**config.mk**
```make
export PLATFORM = sky130hd
export DESIGN_NAME = bpt_timer
export DESIGN_NICKNAME = d
export VERILOG_FILES = /design/src/bpt_pkg.sv /design/src/bpt_chan.sv /design/src/bpt_timer.sv
export SDC_FILE = /design/constraint.sdc
export NUM_CORES = 1
export LEC_CHECK = 0
export ABC_AREA = 1
export BUFFER_PORTS_ARGS = -buffer_cell sky130_fd_sc_hd__buf_2
export CAP_MARGIN = 20
export CORE_AREA = 2 2 185 187
export CTS_BUF_LIST = sky130_fd_sc_hd__clkbuf_4 sky130_fd_sc_hd__clkbuf_8
export CTS_CLUSTER_DIAMETER = 150
export DETAILED_ROUTE_END_ITERATION = 10
export DIE_AREA = 0 0 187 189
export PLACE_DENSITY = 0.61
export SLEW_MARGIN = 15
export SYNTH_ARGS = -nofsm -noshare
export SYNTH_HDL_FRONTEND = slang
export SYNTH_HIERARCHICAL = 1
export SYNTH_SLANG_ARGS = --single-unit
export TNS_END_PERCENT = 1
```
**constraint.sdc**
```tcl
create_clock -name CLK_IN -period 4.74 [get_ports CLK_IN]
set_input_delay 0.711 -clock CLK_IN [delete_from_list [all_inputs] [get_ports CLK_IN]]
set_output_delay 0.711 -clock CLK_IN [all_outputs]
set_load 0.1 [all_outputs]
```
**src/bpt_pkg.sv**
```systemverilog
package bpt_pkg;
	// Channel count and bus widths
	localparam int BPT_NCH = 6;
	localparam int BPT_AW = 5;
	localparam int BPT_DW = 8;

	// Byte register offsets
	localparam logic [4:0] BPT_OFF_TSC = 5'h00;
	localparam logic [4:0] BPT_OFF_CNT_HI = 5'h01;
	localparam logic [4:0] BPT_OFF_CNT_LO = 5'h02;
	localparam logic [4:0] BPT_OFF_MOD_HI = 5'h03;
	localparam logic [4:0] BPT_OFF_MOD_LO = 5'h04;
	localparam logic [4:0] BPT_OFF_CH_BASE = 5'h05;
	localparam logic [4:0] BPT_CH_STRIDE = 5'h03;
	localparam logic [4:0] BPT_CH_CSR = 5'h00;
	localparam logic [4:0] BPT_CH_VHI = 5'h01;
	localparam logic [4:0] BPT_CH_VLO = 5'h02;

	// Timer control/status bit positions
	localparam int BPT_TSC_OVF = 7;
	localparam int BPT_TSC_OVIE = 6;
	localparam int BPT_TSC_HALT = 5;
	localparam int BPT_TSC_CLR = 4;

	// Channel control/status bit positions
	localparam int BPT_CSC_FLAG = 7;
	localparam int BPT_CSC_IE = 6;
	localparam int BPT_CSC_BUF = 5;
	localparam int BPT_CSC_UNB = 4;
	localparam int BPT_CSC_ACTB = 3;
	localparam int BPT_CSC_ACTA = 2;
	localparam int BPT_CSC_TOV = 1;
	localparam int BPT_CSC_MAX = 0;

	// Compare action codes
	localparam logic [1:0] BPT_ACT_NONE = 2'h0;
	localparam logic [1:0] BPT_ACT_TOGGLE = 2'h1;
	localparam logic [1:0] BPT_ACT_CLEAR = 2'h2;
	localparam logic [1:0] BPT_ACT_SET = 2'h3;

	// Prescale code for the external clock pin
	localparam logic [2:0] BPT_PS_EXT = 3'h7;

	// Values after reset
	localparam logic [7:0] BPT_TSC_RST = 8'h20;
	localparam logic [7:0] BPT_CSC_RST = 8'h00;
	localparam logic [15:0] BPT_MOD_RST = 16'hffff;
	localparam logic [15:0] BPT_VAL_RST = 16'h0000;
endpackage : bpt_pkg

```
**src/bpt_chan.sv**
```systemverilog
`timescale 1ns/10ps
module bpt_chan
	import bpt_pkg::*;
(
	input wire logic clk_in, // Bus clock
	input wire logic rst_in, // Synchronous reset, high
	input wire logic drive_en_in, // Channel owns its pin
	input wire logic wrap_ev_in, // Counter wrap this cycle
	input wire logic cmp_ev_in, // Compare match this cycle
	input wire logic toggle_on_wrap_in, // Toggle at wrap
	input wire logic [1:0] action_in, // Compare action select
	input wire logic full_duty_in, // Full-duty request
	output logic pin_out, // Channel pin level
	output logic oe_out // Channel pin enable
);
	typedef struct packed {
		logic pin;
		logic oe;
	} bpt_chan_state_t;

	bpt_chan_state_t s;
	bpt_chan_state_t next_s;

	// Pin level: wrap toggle first, compare action last so it wins
	always_comb begin
		next_s = s;
		next_s.oe = drive_en_in;
		if (!drive_en_in) begin
			next_s.pin = 1'b0;
		end else if (full_duty_in && toggle_on_wrap_in) begin
			next_s.pin = ~action_in[0]; // Held at pulse level
		end else begin
			if (wrap_ev_in && toggle_on_wrap_in) begin
				next_s.pin = ~s.pin;
			end
			if (cmp_ev_in) begin
				unique case (action_in)
					BPT_ACT_TOGGLE: next_s.pin = ~next_s.pin;
					BPT_ACT_CLEAR: next_s.pin = 1'b0;
					BPT_ACT_SET: next_s.pin = 1'b1;
					BPT_ACT_NONE: next_s.pin = next_s.pin;
				endcase
			end
		end
	end

	// State register
	always_ff @(posedge clk_in) begin
		if (rst_in) begin
			s <= '0;
		end else begin
			s <= next_s;
		end
	end

	assign pin_out = s.pin;
	assign oe_out = s.oe;
endmodule : bpt_chan

```
**src/bpt_timer.sv**
```systemverilog
`timescale 1ns/10ps
// How it works
// - Unbuffered value writes replace the compare value at once, no shadow.
// - Compare fires only on exact counter match; passed values are missed.
// - Channel flag sets at pulse end, overflow flag at period end.
// - Even channel buffer bit links next odd channel; even values start first.
// - Written inactive set takes over next period; last written governs each wrap.
// - Linked pair: even control reg rules, odd pin released as GPIO.
// - Mode select 0:1 is unbuffered, 1:0 is buffered.
// - Action 1:0 clears, 1:1 sets pin on compare.
// - Buffered select wins over unbuffered select.
// - Toggle-on-wrap clear gives 0% duty output.
// - Full-duty plus toggle-on-wrap gives 100% duty output.
// - Overflow flag sets at period limit; irq gated by its enable.
// - Channel flag sets on compare; irq gated by channel enable.
// - Timer runs in wait, registers locked, enabled irq wakes processor.
// - Pin toggles at period limit when toggle-on-wrap is set.
// - Clear bit zeroes counter and prescaler, self-clears, reads zero.
// - Prescale codes 0-6 divide by 1..64; code 7 uses external clock.
// - Flags clear by read-while-set then zero write; new event cancels.
module bpt_timer
	import bpt_pkg::*;
(
	input wire logic CLK_IN, // Bus clock, 100 MHz
	input wire logic SYS_RST_IN, // Synchronous reset, high
	input wire logic [BPT_AW-1:0] ADDR_IN, // Register byte address
	input wire logic [BPT_DW-1:0] WDATA_IN, // Write data
	input wire logic WR_IN, // Write strobe
	input wire logic RD_IN, // Read strobe
	input wire logic WAIT_IN, // Processor in wait mode
	input wire logic EXT_CLK_IN, // External counting clock pin
	output logic [BPT_DW-1:0] RDATA_OUT, // Read data, cycle after strobe
	output logic IRQ_OUT, // Any enabled timer request
	output logic WAKE_OUT, // Wake request during wait
	output logic [BPT_NCH-1:0] CH_OUT, // Channel pin levels
	output logic [BPT_NCH-1:0] CH_OE_OUT // Channel pin enables
);
	// Channel pairs that can be linked
	localparam int NP = BPT_NCH / 2;

	typedef struct packed {
		logic [15:0] cnt;
		logic [5:0] presc;
		logic ext_prev;
		logic ovf;
		logic ovf_armed;
		logic ovie;
		logic halt;
		logic [2:0] ps;
		logic [15:0] period;
		logic [7:0] period_hold;
		logic [BPT_NCH-1:0][7:0] csr;
		logic [BPT_NCH-1:0][15:0] val;
		logic [BPT_NCH-1:0] flag_armed;
		logic [7:0] val_hold;
		logic [NP-1:0] act;
		logic [NP-1:0] last_wr;
		logic [7:0] cnt_latch;
		logic cnt_latched;
		logic [7:0] rdata;
		logic irq;
		logic wake;
	} bpt_state_t;

	bpt_state_t s;
	bpt_state_t next_s;

	logic tick;
	logic wrap_ev;
	logic ext_rise;
	logic wr_ok;
	logic rd_ok;
	logic [BPT_NCH-1:0] cmp_ev;
	logic [BPT_NCH-1:0] drive_en;
	logic [BPT_NCH-1:0][15:0] eff_val;
	logic [NP-1:0] linked;

	// Mask of prescaler bits that must all be ones for a count
	function automatic logic [5:0] presc_mask(input logic [2:0] ps);
		presc_mask = 6'((7'h01 << ps) - 7'h01);
	endfunction : presc_mask

	// Address of one channel register
	function automatic logic ch_hit(input logic [4:0] addr, input int ch, input logic [4:0] kind);
		logic [4:0] base;
		base = BPT_OFF_CH_BASE + 5'(ch) * BPT_CH_STRIDE;
		ch_hit = (addr == base + kind);
	endfunction : ch_hit

	// Pair linking, compare source and pin ownership
	always_comb begin
		// Even channel's buffered select links the pair
		for (int p = 0; p < NP; p++) begin
			linked[p] = s.csr[2*p][BPT_CSC_BUF];
		end
		for (int i = 0; i < BPT_NCH; i++) begin
			if (i % 2 == 0) begin
				// Buffered select alone is enough; it outranks the other bit
				eff_val[i] = (linked[i/2] && s.act[i/2]) ? s.val[i+1] : s.val[i];
				drive_en[i] = (s.csr[i][BPT_CSC_BUF] || s.csr[i][BPT_CSC_UNB]) &&
					(s.csr[i][BPT_CSC_ACTB:BPT_CSC_ACTA] != BPT_ACT_NONE);
			end else begin
				eff_val[i] = s.val[i];
				// Odd channel of a linked pair lets go of its pin
				drive_en[i] = !linked[i/2] && s.csr[i][BPT_CSC_UNB] &&
					(s.csr[i][BPT_CSC_ACTB:BPT_CSC_ACTA] != BPT_ACT_NONE);
			end
		end
	end

	// Counting tick from prescaler or external pin
	always_comb begin
		// Pin sampled once a bus cycle, so it must stay below half the bus rate
		ext_rise = EXT_CLK_IN && !s.ext_prev;
		if (s.ps == BPT_PS_EXT) begin
			tick = !s.halt && ext_rise;
		end else begin
			tick = !s.halt && ((s.presc & presc_mask(s.ps)) == presc_mask(s.ps));
		end
		wrap_ev = tick && (s.cnt == s.period);
		for (int i = 0; i < BPT_NCH; i++) begin
			// Exact match only, a value already passed waits a period
			cmp_ev[i] = tick && (s.cnt == eff_val[i]) && !(i % 2 == 1 && linked[i/2]);
		end
		// Registers are shut off from the processor in wait mode
		wr_ok = WR_IN && !WAIT_IN;
		rd_ok = RD_IN && !WAIT_IN;
	end

	// Next state: counting, bus access, then event flags so sets win
	always_comb begin
		next_s = s;
		next_s.ext_prev = EXT_CLK_IN;
		if (!s.halt) begin
			next_s.presc = s.presc + 6'h01;
		end
		if (tick) begin
			next_s.cnt = wrap_ev ? 16'h0000 : s.cnt + 16'h0001;
		end
		// Active set of each pair moves at the wrap, and resets to the even set when a link starts
		for (int p = 0; p < NP; p++) begin
			if (wrap_ev) begin
				next_s.act[p] = linked[p] ? s.last_wr[p] : 1'b0;
			end
		end

		// Reads and their side effects
		if (rd_ok) begin
			next_s.rdata = 8'h00;
			if (ADDR_IN == BPT_OFF_TSC) begin
				next_s.rdata = {s.ovf, s.ovie, s.halt, 1'b0, 1'b0, s.ps};
				next_s.ovf_armed = s.ovf;
			end else if (ADDR_IN == BPT_OFF_CNT_HI) begin
				next_s.rdata = s.cnt[15:8];
				// Latch kept until the low byte is read, so repeated high reads do not move it
				if (!s.cnt_latched) begin
					next_s.cnt_latch = s.cnt[7:0];
				end
				next_s.cnt_latched = 1'b1;
			end else if (ADDR_IN == BPT_OFF_CNT_LO) begin
				next_s.rdata = s.cnt_latched ? s.cnt_latch : s.cnt[7:0];
				next_s.cnt_latched = 1'b0;
			end else if (ADDR_IN == BPT_OFF_MOD_HI) begin
				next_s.rdata = s.period[15:8];
			end else if (ADDR_IN == BPT_OFF_MOD_LO) begin
				next_s.rdata = s.period[7:0];
			end
			// Channel registers; a status read arms the flag clear
			for (int i = 0; i < BPT_NCH; i++) begin
				if (ch_hit(ADDR_IN, i, BPT_CH_CSR)) begin
					next_s.rdata = s.csr[i];
					next_s.flag_armed[i] = s.csr[i][BPT_CSC_FLAG];
				end
				if (ch_hit(ADDR_IN, i, BPT_CH_VHI)) begin
					next_s.rdata = s.val[i][15:8];
				end
				if (ch_hit(ADDR_IN, i, BPT_CH_VLO)) begin
					next_s.rdata = s.val[i][7:0];
				end
			end
		end

		// Writes
		if (wr_ok) begin
			if (ADDR_IN == BPT_OFF_TSC) begin
				next_s.ovie = WDATA_IN[BPT_TSC_OVIE];
				next_s.halt = WDATA_IN[BPT_TSC_HALT];
				next_s.ps = WDATA_IN[2:0];
				// Zero write clears only after a read that saw the flag
				if (!WDATA_IN[BPT_TSC_OVF] && s.ovf_armed) begin
					next_s.ovf = 1'b0;
				end
				next_s.ovf_armed = 1'b0;
				// Clear bit is a pulse, never stored
				if (WDATA_IN[BPT_TSC_CLR]) begin
					next_s.cnt = 16'h0000;
					next_s.presc = 6'h00;
				end
			end else if (ADDR_IN == BPT_OFF_MOD_HI) begin
				// Period high byte waits for its low byte
				next_s.period_hold = WDATA_IN;
			end else if (ADDR_IN == BPT_OFF_MOD_LO) begin
				next_s.period = {s.period_hold, WDATA_IN};
			end
			// Channel registers; the flag bit obeys the two-step clear
			for (int i = 0; i < BPT_NCH; i++) begin
				if (ch_hit(ADDR_IN, i, BPT_CH_CSR)) begin
					next_s.csr[i][6:0] = WDATA_IN[6:0];
					if (!WDATA_IN[BPT_CSC_FLAG] && s.flag_armed[i]) begin
						next_s.csr[i][BPT_CSC_FLAG] = 1'b0;
					end
					next_s.flag_armed[i] = 1'b0;
					// Fresh link starts from the even set
					if (i % 2 == 0 && WDATA_IN[BPT_CSC_BUF] && !s.csr[i][BPT_CSC_BUF]) begin
						next_s.act[i/2] = 1'b0;
						next_s.last_wr[i/2] = 1'b0;
					end
				end
				if (ch_hit(ADDR_IN, i, BPT_CH_VHI)) begin
					// High byte parked until the low byte commits
					next_s.val_hold = WDATA_IN;
				end
				// Low byte commits the whole word; an inactive linked set waits for the wrap
				if (ch_hit(ADDR_IN, i, BPT_CH_VLO)) begin
					next_s.val[i] = {s.val_hold, WDATA_IN};
					if (linked[i/2]) begin
						next_s.last_wr[i/2] = (i % 2 == 1);
					end
				end
			end
		end

		// Event flags; a set in the clearing cycle is kept
		if (wrap_ev) begin
			next_s.ovf = 1'b1;
			next_s.ovf_armed = 1'b0;
		end
		for (int i = 0; i < BPT_NCH; i++) begin
			if (cmp_ev[i]) begin
				next_s.csr[i][BPT_CSC_FLAG] = 1'b1;
				next_s.flag_armed[i] = 1'b0;
			end
		end

		// Request from the flags as they will stand
		next_s.irq = next_s.ovf && next_s.ovie;
		for (int i = 0; i < BPT_NCH; i++) begin
			// Odd member of a linked pair raises nothing; even index keeps the select in range
			if (next_s.csr[i][BPT_CSC_FLAG] && next_s.csr[i][BPT_CSC_IE] &&
				!(i % 2 == 1 && next_s.csr[2 * (i / 2)][BPT_CSC_BUF])) begin
				next_s.irq = 1'b1;
			end
		end
		next_s.wake = next_s.irq && WAIT_IN;
	end

	// State register
	always_ff @(posedge CLK_IN) begin
		if (SYS_RST_IN) begin
			// Halted with an all-ones period until software sets it up
			s <= '0;
			s.halt <= BPT_TSC_RST[BPT_TSC_HALT];
			s.period <= BPT_MOD_RST;
			for (int i = 0; i < BPT_NCH; i++) begin
				s.csr[i] <= BPT_CSC_RST;
				s.val[i] <= BPT_VAL_RST;
			end
		end else begin
			s <= next_s;
		end
	end

	// One pin stage per channel; odd stage is idle while linked
	for (genvar g = 0; g < BPT_NCH; g++) begin : g_chan
		bpt_chan u_chan (
			.clk_in(CLK_IN),
			.rst_in(SYS_RST_IN),
			.drive_en_in(drive_en[g]),
			.wrap_ev_in(wrap_ev),
			.cmp_ev_in(cmp_ev[g]),
			.toggle_on_wrap_in(s.csr[g][BPT_CSC_TOV]),
			.action_in(s.csr[g][BPT_CSC_ACTB:BPT_CSC_ACTA]),
			.full_duty_in(s.csr[g][BPT_CSC_MAX]),
			.pin_out(CH_OUT[g]),
			.oe_out(CH_OE_OUT[g])
		);
	end

	// Outputs straight from the state register
	assign RDATA_OUT = s.rdata;
	assign IRQ_OUT = s.irq;
	assign WAKE_OUT = s.wake;
endmodule : bpt_timer

```
==> flow_summary.ini <==
[cells_and_area]
final_area_um2 = 14770
drive_above_1_share_pct = 11.86
syn2layout_area_growth_pct = 11.59
finalNetCount = 1932

[setup_path]
worstPathRequired_ps = 5260
crit_end = RDATA_OUT[6]
r2r_slack_ps = 1480
critPathSlowestCell = dfxtp_1
end_kind = flop
r2r_end = RDATA_OUT[6]
crit_chain = clkinv_1 > o21ai_0 > nand2_1 > nand3_1 > nor2_1 > nand4_1 > nand2_1 > nand4_1 > nand2_1 > nand3_1 > nand2_1 > nand4_1 > nor2_1 > nand4_1 > nand2_1 > a21oi_1
cp_common_cell = nand2_1
slowest_delay_ps = 750
startpoint = s[227]
regToRegStartpoint = s[227]
crit_path_max_fanout = 10
r2r.worst_path.cells = 16
worstSetupPathType = reg2reg
startpoint_type = flop
critPathArrivalTime_ps = 3780

[yosys]
syn_area_per_cell_um2 = 6.951
synth_fp_nets = 1925
ys_warn_count = 6
synth_edf_count = 0
muxShareOfSynthArea_pct = 0.07563
yosysMostFrequentCell = nand2_1
yosysTopAreaCell = dfxtp_1
synth_common_cells = nand2_1, dfxtp_1, o21ai_0, nor2_1, a21oi_1
synth_area_um2 = 13240
ys_async_sr_fraction_pct = 0
ys_seq_area_share_pct = 37.66
synth-seq-cells = 249
synthSimpleGateAreaFrac_pct = 28.82
synthAdderAreaFrac_pct = 0.1891
ys_types = 56
synth_cells = 1904
synth_top_family_by_area = simple AND/OR/NAND/NOR gates
synthFlopType = dfxtp_1
synth_xor_area_share_pct = 5.426
ys_top_cells_by_area = dfxtp_1, nand2_1, o21ai_0, a21oi_1, nor2_1
post-synth-top-area-fraction_pct = 37.66
synth_compound_area_share_pct = 18.64

[clock_tree]
htree_levels = 2
numCtsBuffers = 45
post_cts_resized = 0
root_buffer = clkbuf_8
postCtsSetupBuffers = 0
cts_tree = built
clk_pin_slew_worst_paths_ps = 60
clk_latency_ps = 590
hold_buffers = 0
clock_tree.buffer_depth = 3
cts.sinks = 249

[outcome]
status = finished clean

[floorplan]
ios = 41
die_x_um = 187
start_util_pct = 39.77
row_count = 67
die_y_um = 189
die-area_um2 = 35340
fp.coreArea_um2 = 33280

[global_route]
grt_use_total_pct = 28.79
grt_antenna_before_repair = 0
grt-ovfl-total = 0
grt_start_max_net_pins = 94
grt_pass1_wl_mm = 77.10
first_global_vias = 12220

[route]
viasPerCell = 5.503
post_drt_wl_per_cell_um = 21.50
drtIter0Drc = 1347
wl_mm = 51.55
detail_route.first_pass.iterations = 5
vias = 13190
route.antenna.remaining_nets = 0
drc_errors = 0

[sta]
finalCriticalPeriod_ps = 3260
post-route-period-util_pct = 68.78
hold_viol = 0
rsz0062_at_grt = no
skew_ps = 27.66
setup_viol = 0
fmax_ghz = 0.3067
fin_setup_tns_ps = 0
maxSlewViolCount = 0
timing.slew.headroom_pct = 26.81
tightest_slew_ps = 1097

[job]
drv_cap = 0

[power_and_ir_drop]
ir_drop_v = 0.0002377
leakage_uw = 0.006061
power_density_nw_per_um2 = 330.9

[place]
gp_congestion = 1.012
portBuffers = 40
dp_hpwl_mm = 36.17
dpl-instance-area_um2 = 13680

[min_path]
min_path_type = in2reg
==> flip-flops by register name, indices dropped and copies added, names as in the netlist <==
signal / cells
s: 176
eff_val: 48
RDATA_OUT: 8
g_chan.u_chan/oe_out: 6
g_chan.u_chan/pin_out: 6
linked: 3
IRQ_OUT: 1
WAKE_OUT: 1
==> report_power, final <==
group / switching (uW) / total [uW] / internal (uW)
combinational: 227 / 291 / 64.6
sequential: 23.9 / 2130 / 2110
clock: 994 / 2460 / 1470
==> layout by cell type (no fill, tap or decap), types with 39 or more instances in the layout <==
cell type  instances
nand4_1           43
dfxtp_1          249
clkbuf_8          60
nand2_1          373
xor2_1            51
inv_1            159
a21oi_1          189
nand3_1           86
nor2_1           208
buf_2             39
o21ai_0          218
==> per-layer routing <==
metal	track usage (%)	share of wire [%]	routed length [um]
met4	12.70	4.4	2259
met1	39.48	44	22640
met3	4.467	8.3	4301
met2	44.81	43	22350
met5	0	0	0
==> stage by stage <==
stage	worst slack (ps)	power (uW)	utilization, %	cells	hold WS (ps)
after floorplan	2382	2347	-	1904	423.6
after global placement	1520	2462	41.10	2312	432.1
after detailed placement	1474	2463	41.10	2312	441.0
after CTS	1607	4891	44.37	2396	340.8
after global routing	1349	5026	44.37	2396	338.6
final	1480	4887	44.38	2397	352.0
==> worst min path at each step <==
stage,startpoint,end,slack (ps),cells past startpoint
2_1_floorplan,s[188],s[204],420,2
3_3_place_gp,s[188],s[204],430,2
3_5_place_dp,s[190],s[206],440,2
4_1_cts,EXT_CLK_IN,s[214],340,3
5_1_grt,EXT_CLK_IN,s[214],340,3
6_report,EXT_CLK_IN,s[214],350,3
==> critical path: cells and delay by family, from the launching register on <==
kind / cells / cell delay (ps)
buf+inv: 1 / 610
compound gates: 2 / 710
simple gates: 13 / 1120
flops: 1 / 750
==> cells by family (layout without fill, tap and decap cells) <==
logic type | Yosys count | count (layout)
XOR/XNOR | 82 | 82
AO/OA/AOI/OAI | 463 | 463
AND/OR/NAND/NOR | 815 | 815
adder cells (fa/ha/maj) | 2 | 2
multiplexers | 1 | 1
flip-flops | 249 | 249
other | 0 | 1
buffers and inverters | 292 | 336
==> cell type report <==
cell class | instances | area [um2]
tap | 448 | 560.5
fill | 3504 | 18510
clock buffer | 75 | 938.4
sequential | 249 | 4985
inverter | 195 | 749.5
multi-input combinational | 1363 | 7041
antenna | 1 | 2.502
timing repair buffer | 57 | 342.8
clock inverter | 9 | 150.1
No activity file was read; power rests on OpenSTA's default activity.
